## config.mk

```make
export PLATFORM = sky130hd
export DESIGN_NAME = sfdma_top
export DESIGN_NICKNAME = d
export VERILOG_FILES = /design/src/design/sfdma_pkg.sv /design/src/design/sfdma_top.sv /design/src/design/sfdma_fifo.sv
export SDC_FILE = /design/constraint.sdc
export NUM_CORES = 1
export LEC_CHECK = 0
export ABC_CLOCK_PERIOD_IN_PS = 6400
export BUFFER_PORTS_ARGS = -buffer_cell sky130_fd_sc_hd__buf_2
export CAP_MARGIN = 10
export CORE_MARGIN = 5
export CORE_UTILIZATION = 25
export DETAILED_ROUTE_END_ITERATION = 10
export PLACE_DENSITY = 0.42
export SLEW_MARGIN = 15
export SYNTH_ARGS = -nofsm -noshare
export SYNTH_HDL_FRONTEND = slang
export SYNTH_SLANG_ARGS = --single-unit
export TNS_END_PERCENT = 20
```

## constraint.sdc

```tcl
create_clock -name clk -period 6.4 [get_ports clk]
set_input_delay 0.64 -clock clk [delete_from_list [all_inputs] [get_ports clk]]
set_output_delay 0.64 -clock clk [all_outputs]
set_load 0.02 [all_outputs]
```

## src/design/sfdma_pkg.sv

```systemverilog
// Package: register map, field layout and carrier types of the flash image DMA setup
package sfdma_pkg;
  localparam logic [7:0] IDX_SRC0      = 8'hBC;
  localparam logic [7:0] IDX_SRC1      = 8'hBD;
  localparam logic [7:0] IDX_SRC2      = 8'hBE;
  localparam logic [7:0] IDX_SRC3      = 8'hBF;
  localparam logic [7:0] IDX_DX_LO     = 8'hC0;
  localparam logic [7:0] IDX_DX_HI     = 8'hC1;
  localparam logic [7:0] IDX_DY_LO     = 8'hC2;
  localparam logic [7:0] IDX_DY_HI     = 8'hC3;
  localparam logic [7:0] IDX_RSV0      = 8'hC4;
  localparam logic [7:0] IDX_RSV1      = 8'hC5;
  localparam logic [7:0] IDX_WID_LO    = 8'hC6;
  localparam logic [7:0] IDX_WID_HI    = 8'hC7;
  localparam logic [7:0] IDX_HGT_LO    = 8'hC8;
  localparam logic [7:0] IDX_HGT_HI    = 8'hC9;
  localparam logic [7:0] IDX_SWID_LO   = 8'hCA;
  localparam logic [7:0] IDX_SWID_HI   = 8'hCB;
  localparam logic [7:0] IDX_COLOR     = 8'h5E;
  localparam logic [7:0] IDX_CTRL      = 8'hF8;
  localparam logic [7:0] IDX_STAT      = 8'hF9;
  localparam int         COLOR_LIN_BIT = 2;
  localparam int         CTRL_GO_BIT   = 0;
  localparam int         CTRL_MODE_LSB = 1;
  localparam int         STAT_BUSY_BIT = 0;
  localparam int         STAT_DONE_BIT = 1;
  localparam int         STAT_ERR_BIT  = 2;
  localparam logic [7:0] BYTE_RST      = 8'h00;
  localparam int         COORD_W       = 13;
  localparam int         FIFO_DEPTH    = 16;
  localparam logic [1:0] RESP_OKAY     = 2'b00;
  localparam logic [1:0] RESP_SLVERR   = 2'b10;

  typedef enum logic [1:0] {ST_IDLE = 2'b00, ST_REQ = 2'b01, ST_XFER = 2'b10} sfdma_state_t;

  // Flash read run: start byte address and number of bytes
  typedef struct packed {
    logic [31:0] addr;
    logic [31:0] len;
  } sfdma_req_t;

  // One display-memory write: linear address or canvas X/Y
  typedef struct packed {
    logic               linear;
    logic [31:0]        addr;
    logic [COORD_W-1:0] x;
    logic [COORD_W-1:0] y;
    logic [7:0]         data;
  } sfdma_wr_t;
endpackage

```

## src/design/sfdma_top.sv

```systemverilog
// Flash image DMA: parameter registers over AXI4-Lite and the copy engine
// Functional notes
// (RL1) Source address is 32 bits over four byte registers, low byte lowest.
// (RL2) Source address is the flash byte address of the first read, unscaled.
// (RL3) Colour/window config bit 2 chooses block (0) or linear (1) mode.
// (RL4) Block mode: X corner is 13 bits, low byte plus bits 4:0 of high.
// (RL5) Linear mode: X bytes give destination address bits 15:2.
// (RL6) Block mode: Y corner is 13 bits, low byte plus bits 4:0 of high.
// (RL7) Linear mode: Y bytes give destination address bits 31:16.
// (RL8) Block mode: width bytes give 16-bit block width.
// (RL9) Linear mode: width bytes give transfer count bits 15:0.
// (RL10) Block mode: height bytes give 16-bit block height.
// (RL11) Linear mode: height bytes give transfer count bits 31:16.
// (RL12) Source picture width is 13 bits, low byte plus bits 4:0 of high.
// (RL13) The two reserved bytes between Y and width read zero, ignore writes.
// (RL14) The SPI clock mode must be 0 or 3 while the flash DMA runs.
// (RL15) Block mode: rows of width pixels, flash row start steps by picture width.
// (RL16) Linear mode: count bytes copied to consecutive addresses from destination.
//
// Decided for this implementation: the AXI4-Lite slave port.
`timescale 1ns/10ps
module sfdma_top
  import sfdma_pkg::*;
#(
  parameter int FIFO_W = 8,
  parameter int FIFO_D = FIFO_DEPTH
) (
  input  wire logic        clk,
  input  wire logic        rst_b,
  input  wire logic [11:0] s_axi_awaddr,
  input  wire logic        s_axi_awvalid,
  output logic             s_axi_awready,
  input  wire logic [31:0] s_axi_wdata,
  input  wire logic [3:0]  s_axi_wstrb,
  input  wire logic        s_axi_wvalid,
  output logic             s_axi_wready,
  output logic [1:0]       s_axi_bresp,
  output logic             s_axi_bvalid,
  input  wire logic        s_axi_bready,
  input  wire logic [11:0] s_axi_araddr,
  input  wire logic        s_axi_arvalid,
  output logic             s_axi_arready,
  output logic [31:0]      s_axi_rdata,
  output logic [1:0]       s_axi_rresp,
  output logic             s_axi_rvalid,
  input  wire logic        s_axi_rready,
  output sfdma_req_t       fl_req,
  output logic             fl_req_valid,
  input  wire logic        fl_req_ready,
  input  wire logic [7:0]  fl_data,
  input  wire logic        fl_data_valid,
  output logic             fl_data_ready,
  output sfdma_wr_t        mem_wr,
  output logic             mem_valid,
  input  wire logic        mem_ready,
  output logic [1:0]       spi_mode,
  output logic             busy
);

  // Register window BCh..CBh as an indexed byte store
  logic [7:0]   win_q [16];
  logic         lin_cfg_q;
  logic [1:0]   mode_q;
  logic         done_q, err_q;
  logic         aw_have_q, w_have_q;
  logic [7:0]   aw_idx_q;
  logic [7:0]   wbyte_q;
  logic         wstrb0_q;
  sfdma_state_t state_q;
  logic         lin_q;
  logic [31:0]  row_addr_q, left_q, len_q, addr_q;
  logic [15:0]  rows_left_q;
  logic [12:0]  swid_q, dx_q, x_q, y_q;
  logic [7:0]   ff_data;
  logic         ff_valid, ff_pop;

  function automatic logic [3:0] slot(input logic [7:0] idx);
    slot = 4'(idx - IDX_SRC0);
  endfunction
  function automatic logic in_win(input logic [7:0] idx);
    in_win = (idx >= IDX_SRC0) && (idx <= IDX_SWID_HI);
  endfunction
  function automatic logic is_rsvd(input logic [7:0] idx);
    is_rsvd = (idx == IDX_RSV0) || (idx == IDX_RSV1);
  endfunction
  function automatic logic mapped(input logic [7:0] idx);
    mapped = in_win(idx) || (idx == IDX_COLOR) || (idx == IDX_CTRL) || (idx == IDX_STAT);
  endfunction
  function automatic logic [7:0] wb(input logic [7:0] idx);
    wb = win_q[slot(idx)];
  endfunction

  // Assembled register fields, rebuilt whenever a stored byte changes
  logic [31:0] src_f, cnt_f, lin_dst_f;
  logic [12:0] dx_f, dy_f, swid_f;
  logic [15:0] wid_f, hgt_f;
  always_comb begin
    src_f     = {wb(IDX_SRC3), wb(IDX_SRC2), wb(IDX_SRC1), wb(IDX_SRC0)}; // RL1
    dx_f      = {win_q[slot(IDX_DX_HI)][4:0], wb(IDX_DX_LO)}; // RL4
    dy_f      = {win_q[slot(IDX_DY_HI)][4:0], wb(IDX_DY_LO)}; // RL6
    lin_dst_f = {wb(IDX_DY_HI), wb(IDX_DY_LO), wb(IDX_DX_HI), // RL5 RL7
                 win_q[slot(IDX_DX_LO)][7:2], 2'b00};
    wid_f     = {wb(IDX_WID_HI), wb(IDX_WID_LO)}; // RL8
    hgt_f     = {wb(IDX_HGT_HI), wb(IDX_HGT_LO)}; // RL10
    cnt_f     = {hgt_f, wid_f}; // RL9 RL11
    swid_f    = {win_q[slot(IDX_SWID_HI)][4:0], wb(IDX_SWID_LO)}; // RL12
  end

  // Write channel: address and data taken in either order
  logic aw_fire, w_fire, wr_do;
  assign s_axi_awready = !aw_have_q && !s_axi_bvalid;
  assign s_axi_wready  = !w_have_q && !s_axi_bvalid;
  assign aw_fire       = s_axi_awvalid && s_axi_awready;
  assign w_fire        = s_axi_wvalid && s_axi_wready;
  assign wr_do         = aw_have_q && w_have_q && !s_axi_bvalid;

  always_ff @(posedge clk or negedge rst_b) begin
    if (!rst_b) begin
      aw_have_q <= 1'b0;
      w_have_q  <= 1'b0;
      aw_idx_q  <= 8'h00;
      wbyte_q   <= 8'h00;
      wstrb0_q  <= 1'b0;
    end else begin
      if (aw_fire) begin
        aw_have_q <= 1'b1;
        aw_idx_q  <= s_axi_awaddr[9:2];
      end else if (wr_do) begin
        aw_have_q <= 1'b0;
      end
      if (w_fire) begin
        w_have_q <= 1'b1;
        wbyte_q  <= s_axi_wdata[7:0];
        wstrb0_q <= s_axi_wstrb[0];
      end else if (wr_do) begin
        w_have_q <= 1'b0;
      end
    end
  end

  // Write response
  always_ff @(posedge clk or negedge rst_b) begin
    if (!rst_b) begin
      s_axi_bvalid <= 1'b0;
      s_axi_bresp  <= RESP_OKAY;
    end else if (wr_do) begin
      s_axi_bvalid <= 1'b1;
      s_axi_bresp  <= mapped(aw_idx_q) ? RESP_OKAY : RESP_SLVERR;
    end else if (s_axi_bready) begin
      s_axi_bvalid <= 1'b0;
    end
  end

  logic wr_en, go_req, bad_mode, empty_job, go;
  assign wr_en     = wr_do && wstrb0_q;
  assign go_req    = wr_en && (aw_idx_q == IDX_CTRL) && wbyte_q[CTRL_GO_BIT] && state_q == ST_IDLE;
  assign bad_mode  = ^wbyte_q[CTRL_MODE_LSB +: 2]; // RL14
  assign empty_job = lin_cfg_q ? (cnt_f == '0) : (wid_f == '0 || hgt_f == '0);
  assign go        = go_req && !bad_mode && !empty_job;

  // Parameter bytes; reserved slots never stored
  always_ff @(posedge clk or negedge rst_b) begin
    if (!rst_b) begin
      for (int i = 0; i < 16; i++) win_q[i] <= BYTE_RST;
    end else if (wr_en && in_win(aw_idx_q) && !is_rsvd(aw_idx_q)) begin // RL13
      win_q[slot(aw_idx_q)] <= wbyte_q;
    end
  end

  // Mode select and SPI clock mode
  always_ff @(posedge clk or negedge rst_b) begin
    if (!rst_b) begin
      lin_cfg_q <= 1'b0;
      mode_q    <= 2'b00;
    end else if (wr_en) begin
      if (aw_idx_q == IDX_COLOR) lin_cfg_q <= wbyte_q[COLOR_LIN_BIT]; // RL3
      if (aw_idx_q == IDX_CTRL && state_q == ST_IDLE) mode_q <= wbyte_q[CTRL_MODE_LSB +: 2];
    end
  end
  assign spi_mode = mode_q;

  // Sticky done and error; a set beats a write-one clear
  logic fin;
  always_ff @(posedge clk or negedge rst_b) begin
    if (!rst_b) begin
      done_q <= 1'b0;
      err_q  <= 1'b0;
    end else begin
      if (fin || (go_req && !bad_mode && empty_job)) done_q <= 1'b1;
      else if (wr_en && aw_idx_q == IDX_STAT && wbyte_q[STAT_DONE_BIT]) done_q <= 1'b0;
      if (go_req && bad_mode) err_q <= 1'b1; // RL14
      else if (wr_en && aw_idx_q == IDX_STAT && wbyte_q[STAT_ERR_BIT]) err_q <= 1'b0;
    end
  end

  // Read channel: answer one cycle after the address is taken
  logic [7:0] ar_idx, rd_byte;
  assign ar_idx        = s_axi_araddr[9:2];
  assign s_axi_arready = !s_axi_rvalid;
  always_comb begin
    rd_byte = 8'h00;
    if (in_win(ar_idx) && !is_rsvd(ar_idx)) rd_byte = wb(ar_idx); // RL13
    else if (ar_idx == IDX_COLOR) rd_byte[COLOR_LIN_BIT] = lin_cfg_q;
    else if (ar_idx == IDX_CTRL) rd_byte[CTRL_MODE_LSB +: 2] = mode_q;
    else if (ar_idx == IDX_STAT) begin
      rd_byte[STAT_BUSY_BIT] = busy;
      rd_byte[STAT_DONE_BIT] = done_q;
      rd_byte[STAT_ERR_BIT]  = err_q;
    end
  end

  always_ff @(posedge clk or negedge rst_b) begin
    if (!rst_b) begin
      s_axi_rvalid <= 1'b0;
      s_axi_rdata  <= 32'h0000_0000;
      s_axi_rresp  <= RESP_OKAY;
    end else if (s_axi_arvalid && s_axi_arready) begin
      s_axi_rvalid <= 1'b1;
      s_axi_rdata  <= {24'h00_0000, rd_byte};
      s_axi_rresp  <= mapped(ar_idx) ? RESP_OKAY : RESP_SLVERR;
    end else if (s_axi_rready) begin
      s_axi_rvalid <= 1'b0;
    end
  end

  // Flash byte buffer with back-pressure to the SPI master
  sfdma_fifo #(.WIDTH(FIFO_W), .DEPTH(FIFO_D)) u_fifo (
    .clk       (clk),
    .rst_b     (rst_b),
    .in_data   (fl_data),
    .in_valid  (fl_data_valid),
    .in_ready  (fl_data_ready),
    .out_data  (ff_data),
    .out_valid (ff_valid),
    .out_ready (ff_pop)
  );

  logic last_px, last_row;
  assign mem_valid = (state_q == ST_XFER) && ff_valid;
  assign ff_pop    = (state_q == ST_XFER) && mem_ready;
  assign last_px   = mem_valid && mem_ready && (left_q == 32'd1);
  assign last_row  = lin_q || (rows_left_q == 16'd1);
  assign fin       = last_px && last_row;
  assign busy      = (state_q != ST_IDLE);

  // Engine sequencing
  always_ff @(posedge clk or negedge rst_b) begin
    if (!rst_b) begin
      state_q <= ST_IDLE;
    end else begin
      case (state_q)
        ST_IDLE: if (go) state_q <= ST_REQ;
        ST_REQ:  if (fl_req_ready) state_q <= ST_XFER;
        ST_XFER: if (last_px) state_q <= last_row ? ST_IDLE : ST_REQ; // RL15
        default: state_q <= ST_IDLE;
      endcase
    end
  end

  // Job parameters latched at start, row stepping
  always_ff @(posedge clk or negedge rst_b) begin
    if (!rst_b) begin
      lin_q       <= 1'b0;
      row_addr_q  <= 32'h0000_0000;
      len_q       <= 32'h0000_0000;
      rows_left_q <= 16'h0000;
      swid_q      <= 13'h0000;
      dx_q        <= 13'h0000;
    end else if (go) begin
      lin_q       <= lin_cfg_q; // RL3
      row_addr_q  <= src_f; // RL2
      len_q       <= lin_cfg_q ? cnt_f : {16'h0000, wid_f}; // RL8 RL9 RL11
      rows_left_q <= hgt_f; // RL10
      swid_q      <= swid_f;
      dx_q        <= dx_f;
    end else if (last_px && !last_row) begin
      row_addr_q  <= row_addr_q + {19'h0, swid_q}; // RL15
      rows_left_q <= rows_left_q - 16'd1;
    end
  end

  // Destination position and per-row count
  always_ff @(posedge clk or negedge rst_b) begin
    if (!rst_b) begin
      left_q <= 32'h0000_0000;
      addr_q <= 32'h0000_0000;
      x_q    <= 13'h0000;
      y_q    <= 13'h0000;
    end else if (go) begin
      left_q <= lin_cfg_q ? cnt_f : {16'h0000, wid_f};
      addr_q <= lin_dst_f; // RL5 RL7
      x_q    <= dx_f; // RL4
      y_q    <= dy_f; // RL6
    end else if (mem_valid && mem_ready) begin
      if (last_px) begin
        left_q <= len_q;
        x_q    <= dx_q;
        y_q    <= y_q + 13'd1; // RL15
      end else begin
        left_q <= left_q - 32'd1;
        x_q    <= x_q + 13'd1;
      end
      addr_q <= addr_q + 32'd1; // RL16
    end
  end

  assign fl_req_valid = (state_q == ST_REQ);
  assign fl_req       = '{addr: row_addr_q, len: len_q}; // RL2
  assign mem_wr       = '{linear: lin_q, addr: addr_q, x: x_q, y: y_q, data: ff_data};
endmodule // sfdma_top

```

## src/design/sfdma_fifo.sv

```systemverilog
// Synchronous valid/ready FIFO in flip-flops
`timescale 1ns/10ps
module sfdma_fifo #(
  parameter int WIDTH = 8,
  parameter int DEPTH = 16
) (
  input  wire logic             clk,
  input  wire logic             rst_b,
  input  wire logic [WIDTH-1:0] in_data,
  input  wire logic             in_valid,
  output logic                  in_ready,
  output logic [WIDTH-1:0]      out_data,
  output logic                  out_valid,
  input  wire logic             out_ready
);
  localparam int AW = $clog2(DEPTH);
  logic [WIDTH-1:0] mem_q [DEPTH];
  logic [AW-1:0]    wr_q, rd_q;
  logic [AW:0]      cnt_q;
  logic             push, pop;

  // Honest full and empty from the fill count
  assign in_ready  = (cnt_q != (AW+1)'(DEPTH));
  assign out_valid = (cnt_q != '0);
  assign push      = in_valid && in_ready;
  assign pop       = out_valid && out_ready;
  assign out_data  = mem_q[rd_q];

  // Storage
  always_ff @(posedge clk) begin
    if (push) begin
      mem_q[wr_q] <= in_data;
    end
  end

  // Pointers and count
  always_ff @(posedge clk or negedge rst_b) begin
    if (!rst_b) begin
      wr_q  <= '0;
      rd_q  <= '0;
      cnt_q <= '0;
    end else begin
      if (push) wr_q <= (wr_q == AW'(DEPTH-1)) ? '0 : wr_q + 1'b1;
      if (pop) rd_q <= (rd_q == AW'(DEPTH-1)) ? '0 : rd_q + 1'b1;
      cnt_q <= cnt_q + (AW+1)'(push) - (AW+1)'(pop);
    end
  end
endmodule // sfdma_fifo

```

After elaboration in Yosys (flattened, before gate mapping)
Memory sizes are Yosys's and may differ from the RTL's.
Cells that the tools add are included.
{"block": "op_classes", "eq_ne": 20, "order_cmp": 7, "add_sub_neg": 12, "bitwise_logic": 2, "mux": 52, "n_reduce_logical": 73}
{"cell": "2-to-1 mux 32 bit", "n": 8}
{"cell": "bitwise mux 128 bit", "n": 1}
{"cell": "2-to-1 mux 13 bit", "n": 6}
{"cell": "equality test 8 bit, second input constant", "n": 8}
{"cell": "logical AND 1 bit", "n": 33}
{"cell": "adder 32 x 1 -> 32 bit, second input constant", "n": 1}
{"cell": "adder 32 x 13 -> 32 bit", "n": 1}
{"cell": "binary-select mux 8 bit (select 4 bit)", "n": 1}
{"cell": "demux 8 bit (select 4 bit)", "n": 1}
{"cell": "equality test 32 x 1 -> 1 bit, second input constant", "n": 1}
{"cell": "logical NOT 16 bit", "n": 2}
{"cell": "logical NOT 32 bit", "n": 1}
{"cell": "2-to-1 mux 16 bit", "n": 2}
{"cell": "subtractor 32 x 1 -> 32 bit, second input constant", "n": 1}
{"cell": "adder 13 x 1 -> 13 bit, second input constant", "n": 2}
{"cell": "2-to-1 mux 8 bit", "n": 3}
{"cell": "nonzero test 2 bit", "n": 10}
{"cell": "2-to-1 mux 1 bit", "n": 17}
{"cell": "equality test 16 x 1 -> 1 bit, second input constant", "n": 1}
{"cell": "equality test 8 x 7 -> 1 bit, second input constant", "n": 2}
{"cell": "greater-or-equal comparator 8 bit, second input constant", "n": 2}
{"cell": "less-or-equal comparator 8 bit, second input constant", "n": 2}
{"cell": "subtractor 16 x 1 -> 16 bit, second input constant", "n": 1}
{"cell": "2-to-1 mux 2 bit", "n": 7}
{"cell": "other kinds (24)", "n": 52}
{"block": "totals", "ff_bits": 378, "ramBits": 128, "inputBits": 78, "output_inout_bits": 178, "n_memories": 1, "word_cells": 211}
{"memory": "u_fifo.mem_q", "words": 16, "word_bits": 8, "read_ports": 1, "rd_clocked_by_memory_dff": 0, "wr": 1, "line": "sfdma_fifo.sv:17", "text": "logic [WIDTH-1:0] mem_q [DEPTH];"}

Logic depth before layout (Yosys ltp)
Gate-level depths: netlist of run 1.
{"block": "logic_depth", "depth_word": 10, "mapped_depth": 17}

Hierarchy
Synthesis of run 1 repeated with hierarchy kept, for this count alone.
{"block": "unflattened", "cells_unflattened": 2203, "hier_area_um2": 25042.8}
{"mod": "sfdma_top", "area_each_um2": 19147.1, "n_inst": 1, "cells_each": 1878, "seq_area_each_um2": 9083.7}
{"mod": "sfdma_fifo", "area_each_um2": 5895.7, "n_inst": 1, "cells_each": 325, "seq_area_each_um2": 4169.0}

Least setup slack after synthesis of run 1
OpenSTA, ideal clock, no wires.
{"block": "synth_path", "path_type": "flip-flop to flip-flop", "from": "register u_fifo.cnt_q[3]", "to": "register u_fifo.cnt_q[4]", "stages_incl_launch_ff": 18, "slack_ns": 3.209, "arrival_time_ns": 3.066, "setup_time_ns": 0.125, "path_cell_list": "dfrtp_1 > inv_1 > ha_1 > nor4b_1 > nand3b_1 > clkinv_1 > clkbuf_1 > clkbuf_1 > ha_1 > inv_1 > ha_1 > inv_1 > fa_1 > inv_1 > a21oi_1 > nor2_1 > nor2_1 > xnor2_1"}
{"block": "synth_between", "elab_cells_between_ends": 6}
{"element": "start: declaration", "line": "sfdma_fifo.sv:19", "text": "logic [AW:0] cnt_q;"}
{"element": "start signal: assignment", "line": "sfdma_fifo.sv:45", "text": "cnt_q <= cnt_q + (AW+1)'(push) - (AW+1)'(pop);"}
{"element": "nonzero test 5 bit", "line": "sfdma_fifo.sv:24", "text": "assign out_valid = (cnt_q != '0);"}
{"element": "logical AND 1 bit", "line": "sfdma_fifo.sv:26", "text": "assign pop = out_valid && out_ready;"}
{"element": "net u_fifo.pop", "line": "sfdma_fifo.sv:20", "text": "logic push, pop;"}
{"element": "subtractor 5 x 1 -> 5 bit", "line": "sfdma_fifo.sv:45"}
The timed path passes the listed nets, and every way through them passes these cells.
A chain may end at the register's enable or synchronous reset.

Worst setup path in the final report of run 1
{"block": "layout_path", "from": "register state_q[1]", "to": "register rows_left_q[8]"}
{"block": "layout_between", "elab_chain_cells": 6, "elab_cells_between_ends": 11}
{"element": "start: declaration", "line": "sfdma_top.sv:69", "text": "sfdma_state_t state_q;"}
{"element": "start signal: assignment", "line": "sfdma_top.sv:254", "text": "ST_XFER: if (last_px) state_q <= last_row ? ST_IDLE : ST_REQ;"}
{"element": "equality test 2 bit", "line": "sfdma_top.sv:239", "text": "assign mem_valid = (state_q == ST_XFER) && ff_valid;"}
{"element": "logical AND 1 bit", "line": "sfdma_top.sv:239"}
{"element": "logical AND 1 bit (2 in a row)", "line": "sfdma_top.sv:241", "text": "assign last_px = mem_valid && mem_ready && (left_q == 32'd1);"}
{"element": "logical AND 1 bit", "line": "sfdma_top.sv:276", "text": "end else if (last_px && !last_row) begin"}
{"element": "nonzero test 2 bit (no source line)"}
{"element": "end signal: assignment", "line": "sfdma_top.sv:273", "text": "rows_left_q <= hgt_f;"}
{"element": "end signal: assignment", "line": "sfdma_top.sv:278", "text": "rows_left_q <= rows_left_q - 16'd1;"}
{"element": "end: declaration", "line": "sfdma_top.sv:72", "text": "logic [15:0] rows_left_q;"}
Parallel ways exist; a longest one is shown, timed or not.

==> summary.md, run 1 <==
| Metric | Value |
|---|---|
| Startpoint Class | `flip-flop` |
| Total power | `7.98 mW` |
| FMAX | `241 MHz` |
| Failing checks | `hold timing` |
| Final worst-path cycle share | `64.7%` |
| Initial DRC count | `1325` |
| Maxcap violations | `0` |
| Routability Congestion | `0.818` |
| Final Hold Violating Endpoints | `1` |
| Die ar. | `104000 sq um` |
| Synth top area cells | `dfrtp_1 (39%), edfxtp_1 (16%), mux2_2 (6.5%)` |
| Critical path arrival | `4700 ps` |
| Routed wire length | `82400 um` |
| HPWL Detailed | `58200 um` |
| Syn avg cell area | `11.3 sq um` |
| Port bufs | `194` |
| Post-route setup TNS | `0 ps` |
| Worst r2r src | `state_q[1]` |
| Top delay family on crit path | `simple AND/OR/NAND/NOR gates` |
| Async SR Flop Fraction | `74.6%` |
| Slew headroom | `14.5%` |
| GR Overflow Total | `0` |
| CP Class | `flip-flop to flip-flop` |
| Hold-fix buffers, CTS | `0` |
| Cell with the most instances after synthesis | `dfrtp_1` |
| Post_cts resized | `0` |
| Vias/cell | `4.93` |
| Required time worst endpoint | `6950 ps` |
| Layout cell share with drive strength beyond 1 | `23.0%` |
| Yosys warning total | `0` |
| Worst path bufs/invs | `0` |
| CTS tree | `built` |
| Max-slew violation count | `0` |
| R2r endpoint | `rows_left_q[8]` |
| Hold WC Path Type | `input pin to async pin` |
| R2R depth | `7` |
| Peak VDD IR | `211 uV` |
| Worst reg-to-reg setup slack | `2260 ps` |
| Routed vias | `17867` |
| Row count | `114` |
| Synthesis-stage register bit count | `504` |
| Crit-path max FO | `13` |
| Leakage Power | `11.8 nW` |
| Antenna violations before repair | `4` |
| GR Util All Layers | `15.5%` |
| Die Wd | `322 um` |
| Skew-Pair Late Insertion Delay | `630 ps` |
| Prevailing post-synth register cell | `dfrtp_1` |
| CTS sink count | `504` |
| # IOs | `256` |
| Residual DRC | `0` |
| Register area share after synthesis | `54.5%` |
| Unrepaired setup endpoints after global routing | `false` |
| Crit path time final | `4140 ps` |
| Vias in the first global route | `17885` |
| Clk pin slew, worst setup/hold paths | `60 ps` |
| Postcts setup bufs | `0` |
| Worst hold slack | `-1.19 ps` |
| Cts bufs inserted | `57` |
| Post-synth EDFFs | `128` |
| Post-route ant nets | `0` |
| Slew @ Worst Pin | `1280 ps` |
| Synth cell types | `76` |
| Max Root-Sink Buffers | `3` |
| Pre-Repair DR Iteration Count | `6` |
| Status | `finished with violations` |
| Routed length per placed instance | `22.8 um` |
| First-pass GRT wire length | `123000 um` |
| Layout area overhead | `17.0%` |
| Layout Nets | `2416` |
| Post-Synthesis Cells | `2149` |
| Cell taking the most area after synthesis | `dfrtp_1` |
| Slowest stage delay, CP | `840 ps` |
| Vert. Die Dim | `322 um` |
| Final setup skew | `33.5 ps` |
| Worst Setup End Kind | `flip-flop` |
| Crit-path cells | `nor2b_1 > nand3b_1 > or3_1 > or2_1 > o21ai_2 > a21oi_1 > nor2_1` |
| H-tree levels | `2` |
| Slowest-stage cell, CP | `o21ai_2` |
| CTS root buf | `clkbuf_16` |
| Core ar. | `96600 sq um` |
| Post-synth top area share | `38.7%` |
| Netlist Area Pre-Place | `24300 sq um` |
| Initial Util | `25.2%` |
| Final setup violation count | `0` |
| Largest net degree at the start of global routing | `148` |
| Pwr/cell area | `281 nW/um^2` |
| Most frequent cells after synthesis | `dfrtp_1 (376), nand2_1 (297), mux2_2 (140), o21ai_0 (139), edfxtp_1 (128)` |
## cell type report
| type | count | area (sq um) |
|---|---|---|
| inverters | 48 | 180 |
| flip-flops and latches | 504 | 13300 |
| clock inverters | 22 | 235 |
| clock buffers | 78 | 1610 |
| diodes | 2 | 5.00 |
| fillers | 9937 | 68100 |
| repair buffers | 226 | 1270 |
| well taps | 1276 | 1600 |
| multi-input cells | 1465 | 10300 |
## state kept, by name, indices dropped and copies added, names as in the netlist, 8 cells and up
register,flops
len_q,32
rows_left_q,16
y_q,13
cnt_f,32
wbyte_q,8
dx_f,13
swid_q,13
s_axi_rdata,8
aw_idx_q,8
src_f,32
x_q,13
addr_q,32
dx_q,13
win_q,19
dy_f,13
row_addr_q,32
left_q,32
swid_f,13
u_fifo.mem_q,128
## routing by layer
metal	global-route usage, %	wire length, um	vias up
li1	-	-	8093
met1	20.5	35600	9180
met2	25.7	39500	456
met3	3.07	4470	132
met4	4.95	2720	6
met5	0	34	-
## logic make-up after synthesis
group           after synthesis  share of synthesized area (%)
buf+inv                     205                           3.72
other cells                   1                         0.0154
fa+ha+maj                    37                           1.96
flops                       504                           54.5
mux                         228                           13.0
simple gates                704                           13.9
xor+xnor                     72                           2.59
compound gates              398                           10.3
## per-stage QoR
step | instance area, sq um | util, % | setup slack [ps] | hold slack, ps | std cells
2_1_floorplan | 24400 | - | 3210 | 344 | 2174
3_3_place_gp | 26600 | 27.5 | 2250 | 360 | 3519
3_5_place_dp | 26600 | 27.5 | 2210 | 363 | 3519
4_1_cts | 28400 | 29.4 | 2180 | 39.6 | 3619
5_1_grt | 28400 | 29.4 | 2030 | 78.2 | 3620
6_report | 28400 | 29.4 | 2260 | -1.19 | 3621
## how the worst max path moves through the flow
stage                     from              end  slack, ps  cells past startpoint
4_1_cts        u_fifo.cnt_q[2]       state_q[0]       2180                      8
5_1_grt             state_q[1]    row_addr_q[1]       2030                      7
3_5_place_dp        state_q[1]   rows_left_q[8]       2210                      7
6_report            state_q[1]   rows_left_q[8]       2260                      7
2_1_floorplan  u_fifo.cnt_q[3]  u_fifo.cnt_q[4]       3210                     17
3_3_place_gp        state_q[1]   rows_left_q[8]       2250                      7
## power breakdown
part	switching, mW	internal (mW)	total [mW]
sequential	0.373	3.54	3.91
combinational	0.482	0.342	0.825
clock	1.37	1.87	3.24
total	2.23	5.75	7.98
## layout by cell type, fill, tap and decap left out, drive strengths merged, types with 15 or more instances in the layout
cell	instances
dfrtp	376
nand2	297
buf	226
o21ai	144
mux2	140
edfxtp	128
nor2	110
a21oi	78
clkbuf	78
nand3	64
mux4	56
nor3	51
inv	48
xnor2	39
nor4	39
ha	34
xor2	33
mux2i	32
and3	28
conb	26
nand4	25
o22ai	22
and2	20
o211ai	19
clkinv	18
nand2b	15
or3	15
a22o	15
No activity file was read; power rests on OpenSTA's default activity.
==> run 2, diff against run 1 <==
--- a/config.mk
+++ b/config.mk
@@ -5,13 +5,14 @@
 export SDC_FILE = /design/constraint.sdc
 export NUM_CORES = 1
 export LEC_CHECK = 0
-export ABC_CLOCK_PERIOD_IN_PS = 6400
+export ABC_AREA = 1
+export ABC_CLOCK_PERIOD_IN_PS = 4150
 export BUFFER_PORTS_ARGS = -buffer_cell sky130_fd_sc_hd__buf_2
 export CAP_MARGIN = 10
 export CORE_MARGIN = 5
 export CORE_UTILIZATION = 25
 export DETAILED_ROUTE_END_ITERATION = 10
-export PLACE_DENSITY = 0.42
+export PLACE_DENSITY = 0.41
 export SLEW_MARGIN = 15
 export SYNTH_ARGS = -nofsm -noshare
 export SYNTH_HDL_FRONTEND = slang
==> constraint.sdc (replaced) <==
create_clock -name clk -period 4.15 [get_ports clk]
set_input_delay 0.415 -clock clk [delete_from_list [all_inputs] [get_ports clk]]
set_output_delay 0.415 -clock clk [all_outputs]
set_load 0.02 [all_outputs]
==> run 2 against run 1 <==
  * The flow now finishes without violations
  * Synthesized area increased by 7.5%
  * Count of clock-buffer cells in the layout increased by 4
  * Total power increased by 85%
  * Clock power increased by 68%
  * Sequential share of layout area decreased by 3.4 points
  * Combinational power increased to 3.5 times the previous value
  * Critical path depth unchanged
  * Worst setup slack got worse by 1400 ps
  * First-iteration DRC count increased by 44%
  * Sequential cell count unchanged
  * Core utilization increased by 0.12 points
  * Cell count increased by 33%
  * Largest power group unchanged
==> summary.md, run 2 <==
| Metric | Value |
|---|---|
| First-pass GRT wire length | `146000 um` |
| Register area share after synthesis | `50.7%` |
| Residual DRC | `0` |
| Post-synth EDFFs | `128` |
| Slew headroom | `20.6%` |
| CTS sink count | `504` |
| Vert. Die Dim | `333 um` |
| Hold_sp | `fl_data[5]` |
| Cell taking the most area after synthesis | `dfrtp_1` |
| Crit path time final | `3300 ps` |
| Max-slew violation count | `0` |
| Final setup skew | `39.4 ps` |
| Max Root-Sink Buffers | `3` |
| HPWL Detailed | `71600 um` |
| Synth top area cells | `dfrtp_1 (36%), edfxtp_1 (15%), nand2_1 (15%)` |
| Post-Synthesis Cells | `3221` |
| Vias/cell | `4.60` |
| Slowest-stage cell, CP | `inv_1` |
| Place WS | `1050 ps` |
| Pre-Repair DR Iteration Count | `6` |
| Final Hold Violating Endpoints | `0` |
| Required time worst endpoint | `3730 ps` |
| Routability Congestion | `0.846` |
| Final worst-path cycle share | `79.5%` |
| Layout area overhead | `17.3%` |
| CTS root buf | `clkbuf_16` |
| Initial DRC count | `1914` |
| CP Class | `flip-flop to output port` |
| Leakage Power | `14.3 nW` |
| Largest net degree at the start of global routing | `105` |
| Synth cell types | `58` |
| Layout cell share with drive strength beyond 1 | `11.0%` |
| Routed wire length | `98300 um` |
| Final instance area | `30600 sq um` |
| Initial Util | `25.2%` |
| Post-synth top area share | `36.0%` |
| Setup ws final | `850 ps` |
| Worst r2r src | `wbyte_q[0]` |
| Worst Setup End Kind | `output port` |
| Routed length per placed instance | `20.3 um` |
| Port bufs | `194` |
| Vias in the first global route | `21363` |
| Status | `complete, no violations` |
| GR Overflow Total | `0` |
| Most frequent cells in the layout | `nand2_1 (1009), dfrtp_1 (375), nor2_1 (316)` |
| Commonest non-fill, non-tap cell in the layout | `nand2_1` |
| Layout Nets | `3515` |
| Antenna violations before repair | `4` |
| Routed vias | `22233` |
| Critical path arrival | `2880 ps` |
| Final setup violation count | `0` |
| Top reg by flops | `u_fifo.mem_q` |
| Postcts setup bufs | `0` |
| Maxcap violations | `0` |
| Cell with the most instances after synthesis | `nand2_1` |
| Cts bufs inserted | `60` |
| Synthesis-stage register bit count | `504` |
| Worst Setup SP | `u_fifo.rd_q[0]` |
| Yosys warning total | `0` |
| GR Util All Layers | `17.2%` |
| Slowest stage delay, CP | `460 ps` |
| Syn avg cell area | `8.11 sq um` |
| Row count | `118` |
| Max FFs per register | `128` |
| Die ar. | `111000 sq um` |
| Skew-Pair Late Insertion Delay | `680 ps` |
| Startpoint Class | `flip-flop` |
| CTS tree | `built` |
| Peak VDD IR | `347 uV` |
| Worst path bufs/invs | `3` |
| Netlist Area Pre-Place | `26100 sq um` |
| # IOs | `256` |
| Most frequent cells after synthesis | `nand2_1 (1010), dfrtp_1 (376), nor2_1 (316), inv_1 (259), o21ai_0 (240)` |
| Placed inst area | `28400 sq um` |
| Most used cell, CP | `nand2_1` |
| Crit-path cells | `inv_1 > buf_4 > nand2_1 > a221oi_1 > o21ai_0 > nand2_1 > buf_2` |
| Unrepaired setup endpoints after global routing | `false` |
| H-tree levels | `2` |
| Post-route ant nets | `0` |
| Slew @ Worst Pin | `1190 ps` |
| Crit-path max FO | `21` |
| Worst hold slack | `190 ps` |
| Core ar. | `104000 sq um` |
| Hold WC Path Type | `input pin to flip-flop` |
| Total power | `14.7 mW` |
| Top delay family on crit path | `buffers and inverters` |
| Post-route setup TNS | `0 ps` |
| Async SR Flop Fraction | `74.6%` |
| Die Wd | `333 um` |
| FMAX | `303 MHz` |
| Pwr/cell area | `481 nW/um^2` |
| Prevailing post-synth register cell | `dfrtp_1` |
| Clk pin slew, worst setup/hold paths | `60 ps` |
run 2: cell types whose count changed after synthesis, moves of 34 or more:
cell / delta
xor2_1: +34
inv_1: +213
nand2_1: +713
nor2_1: +207
mux4_2: -56
o21ai_0: +101
nand3_1: +161
mux2_2: -135
run 2: final cells by class:
cell class | instances | area, sq um
sequential | 504 | 13300
timing repair buffer | 256 | 1560
clock inverter | 28 | 304
clock buffer | 82 | 1700
multi-input combinational | 2312 | 11100
tap | 1380 | 1730
antenna | 1 | 2.50
inverter | 267 | 1000
fill | 11303 | 73000
run 2: worst paths after layout:
path | cells after the start | slack [ps] | to
min in group asynchronous | 2 | 380 | row_addr_q[6]
setup reg to reg | 8 | 1080 | y_q[2]
max in group asynchronous | 3 | 2730 | x_q[9]
setup / recovery | 7 | 850 | mem_wr[3]
hold reg to reg | 0 | 370 | win_q[59]
hold / removal | 1 | 190 | u_fifo.mem_q[2][5]
run 2: through the flow:
stage	util [%]	std cells
3_5_place_dp	27.4	4698
4_1_cts	29.6	4829
2_1_floorplan	-	3246
3_3_place_gp	27.4	4698
5_1_grt	29.6	4829
6_report	29.6	4830
run 2: per-layer routing:
| metal | track usage, % | routed length, um |
|---|---|---|
| met5 | 0 | 27 |
| met3 | 3.74 | 5960 |
| met1 | 26.6 | 50000 |
| met4 | 3.75 | 2010 |
| met2 | 24.6 | 40300 |
run 2: kinds of logic after synthesis:
group / after synthesis / share of synthesized area, %
AND/OR/NAND/NOR: 1702 / 27.2
flip-flops: 504 / 50.7
AO/OA/AOI/OAI: 456 / 9.90
buffers and inverters: 430 / 7.21
XOR/XNOR: 86 / 2.88
adder cells (fa/ha/maj): 36 / 1.78
multiplexers: 6 / 0.254
other: 1 / 0.0144
run 2: power breakdown:
| group | leakage, nW | internal [mW] | total [mW] | switching (mW) |
|---|---|---|---|---|
| sequential | 5.72 | 5.73 | 6.40 | 0.670 |
| clock | 0.983 | 3.16 | 5.45 | 2.29 |
| combinational | 7.60 | 0.841 | 2.87 | 2.03 |
| total | 14.3 | 9.73 | 14.7 | 4.99 |
run 2: what timing repair did:
action / 4_1_cts / 5_1_grt
hold buffers: 21 / 0
resized for setup: 0 / 0
hold endpoints to repair: 120 / 0
==> run 3, diff against run 2 <==
--- a/config.mk
+++ b/config.mk
@@ -5,14 +5,14 @@
 export SDC_FILE = /design/constraint.sdc
 export NUM_CORES = 1
 export LEC_CHECK = 0
-export ABC_AREA = 1
-export ABC_CLOCK_PERIOD_IN_PS = 4150
+export ABC_AREA = 0
+export ABC_CLOCK_PERIOD_IN_PS = 3000
 export BUFFER_PORTS_ARGS = -buffer_cell sky130_fd_sc_hd__buf_2
 export CAP_MARGIN = 10
 export CORE_MARGIN = 5
 export CORE_UTILIZATION = 25
 export DETAILED_ROUTE_END_ITERATION = 10
-export PLACE_DENSITY = 0.41
+export PLACE_DENSITY = 0.43
 export SLEW_MARGIN = 15
 export SYNTH_ARGS = -nofsm -noshare
 export SYNTH_HDL_FRONTEND = slang
==> constraint.sdc (replaced) <==
create_clock -name clk -period 3 [get_ports clk]
set_input_delay 0.3 -clock clk [delete_from_list [all_inputs] [get_ports clk]]
set_output_delay 0.3 -clock clk [all_outputs]
set_load 0.02 [all_outputs]
==> run 3 against run 2 <==
  * Clock power increased by 28%
  * Total power up 17%
  * Wire length decreased by 15%
  * Critical path depth up 1
  * Via count shrank 18%
  * First-iteration DRC count is 32% lower
  * Core utilization up 1.2 points
  * Worst setup slack worse by 840 ps
  * Sequential cell count stayed put
  * Die area shrank 6.7%
  * Combinational power shrank 27%
  * Register-to-register slack got worse by 1100 ps
==> summary.md, run 3 (same netlist as run 1, synthesis figures left out) <==
| Metric | Value |
|---|---|
| Post-route setup TNS | `0 ps` |
| Required time worst endpoint | `3500 ps` |
| Peak VDD IR | `462 uV` |
| Worst reg-to-reg setup slack | `10 ps` |
| FMAX | `335 MHz` |
| Hold_sp | `fl_data[1]` |
| R2r endpoint | `rows_left_q[9]` |
| Crit path time final | `2990 ps` |
| Placed inst area | `27600 sq um` |
| Grt met2 use | `27.2%` |
| Worst r2r src | `left_q[24]` |
| Row count | `114` |
| Pre-Repair DR Iteration Count | `5` |
| Most frequent cells in the layout | `dfrtp_1 (375), nand2_1 (296), buf_2 (193)` |
| Total power | `17.3 mW` |
| Crit-path cells | `or4_4 > or4_4 > or4_4 > nor3_4 > buf_6 > nand4b_1 > xnor2_1 > mux2_2` |
| Routed length per placed instance | `22.3 um` |
| Routed wire length | `83500 um` |
| Crit-path max FO | `5` |
| Most used cell, CP | `or4_4` |
| Worst path bufs/invs | `1` |
| Initial DRC count | `1295` |
| Post-route insts no fill | `3750` |
| Skew-Pair Late Insertion Delay | `640 ps` |
| Vert. Die Dim | `322 um` |
| H-tree levels | `2` |
| Clk pin slew, worst setup/hold paths | `60 ps` |
| Placed insts | `3625` |
| Antenna violations before repair | `2` |
| GR Overflow Total | `0` |
| Layout cell share with drive strength beyond 1 | `26.0%` |
| Largest net degree at the start of global routing | `87` |
| Slowest-stage cell, CP | `or4_4` |
| Post-route ant nets | `0` |
| Final Hold Violating Endpoints | `0` |
| Maxcap violations | `0` |
| First-pass GRT wire length | `125000 um` |
| Place WS | `-277 ps` |
| Setup ws final | `13.9 ps` |
| Routability Congestion | `0.861` |
| Final worst-path cycle share | `99.5%` |
| CTS root buf | `clkbuf_16` |
| CP Class | `flip-flop to flip-flop` |
| Max FFs per register | `128` |
| Port bufs | `194` |
| Residual DRC | `0` |
| Crit path to | `rows_left_q[9]` |
| Final setup violation count | `0` |
| Pwr/cell area | `583 nW/um^2` |
| Worst hold slack | `47.1 ps` |
| Final setup skew | `34.5 ps` |
| Slew @ Worst Pin | `934 ps` |
| Max Root-Sink Buffers | `3` |
| Met3 GRT Util | `3.10%` |
| Max-slew violation count | `0` |
| Critical path arrival | `3490 ps` |
| Vias/cell | `4.85` |
| HPWL Detailed | `61000 um` |
| Worst Setup End Kind | `flip-flop` |
| CTS sink count | `504` |
| Status | `complete, no violations` |
| Cts bufs inserted | `56` |
| Slew headroom | `37.5%` |
| # IOs | `256` |
| Postcts setup bufs | `0` |
| Layout Nets | `2543` |
| R2R depth | `8` |
| GR Util All Layers | `15.8%` |
| Routed vias | `18197` |
| Fin util | `30.7%` |
| Core ar. | `96600 sq um` |
| Final instance area | `29700 sq um` |
| Layout area overhead | `22.1%` |
| Commonest non-fill, non-tap cell in the layout | `dfrtp_1` |
| Busiest grt layer | `met2` |
| Top delay family on crit path | `simple AND/OR/NAND/NOR gates` |
| CTS tree | `built` |
| Startpoint Class | `flip-flop` |
| Slowest stage delay, CP | `610 ps` |
| Die Wd | `322 um` |
| Unrepaired setup endpoints after global routing | `true` |
| Initial Util | `25.2%` |
| Crit path depth | `8` |
| Vias in the first global route | `18686` |
| Top reg by flops | `u_fifo.mem_q` |
| Die ar. | `104000 sq um` |
| Hold WC Path Type | `input pin to flip-flop` |
| Worst Setup SP | `left_q[24]` |
| Leakage Power | `12.5 nW` |
| Met1 usage | `20.5%` |
run 3: what timing repair did:
action | in CTS | in global routing
gates resized for setup | 3 | 14
endpoints found under the hold margin | 75 | 0
pin swaps | 1 | 11
hold buffers | 22 | 0
setup endpoints to repair | 21 | 34
run 3: power breakdown:
group          leakage, nW  internal [mW]  total, mW  switching (mW)
sequential            5.83           7.55       8.19           0.639
clock                0.883           4.03       7.00            2.97
combinational         5.75          0.866       2.10            1.23
total                 12.5           12.4       17.3            4.84
run 3: how the worst min path moves through the flow:
| stage | end | slack [ps] | cells past startpoint |
|---|---|---|---|
| 3_3_place_gp | aw_idx_q[5] | 280 | 1 |
| 4_1_cts | u_fifo.mem_q[6][0] | 20 | 1 |
| 3_5_place_dp | aw_have_q | 280 | 1 |
| 5_1_grt | u_fifo.mem_q[6][6] | 40 | 1 |
| 2_1_floorplan | addr_q[0] | 4 | 0 |
| 6_report | u_fifo.mem_q[7][1] | 50 | 1 |
run 3: cell type report:
type | instances | area (sq um)
Clock inverter | 22 | 274
Timing Repair Buffer | 354 | 2500
Inverter | 48 | 181
Clock buffer | 80 | 1580
Tap cell | 1276 | 1600
Sequential cell | 504 | 13300
Antenna cell | 1 | 2.50
Fill cell | 9872 | 66900
Multi-Input combinational cell | 1465 | 10300
run 3: layer usage:
| layer | part of all wire, % | up-vias |
|---|---|---|
| li1 | - | 8341 |
| met1 | 43 | 9304 |
| met4 | 2.5 | 2 |
| met2 | 49 | 441 |
| met5 | 0.016 | - |
| met3 | 4.9 | 109 |
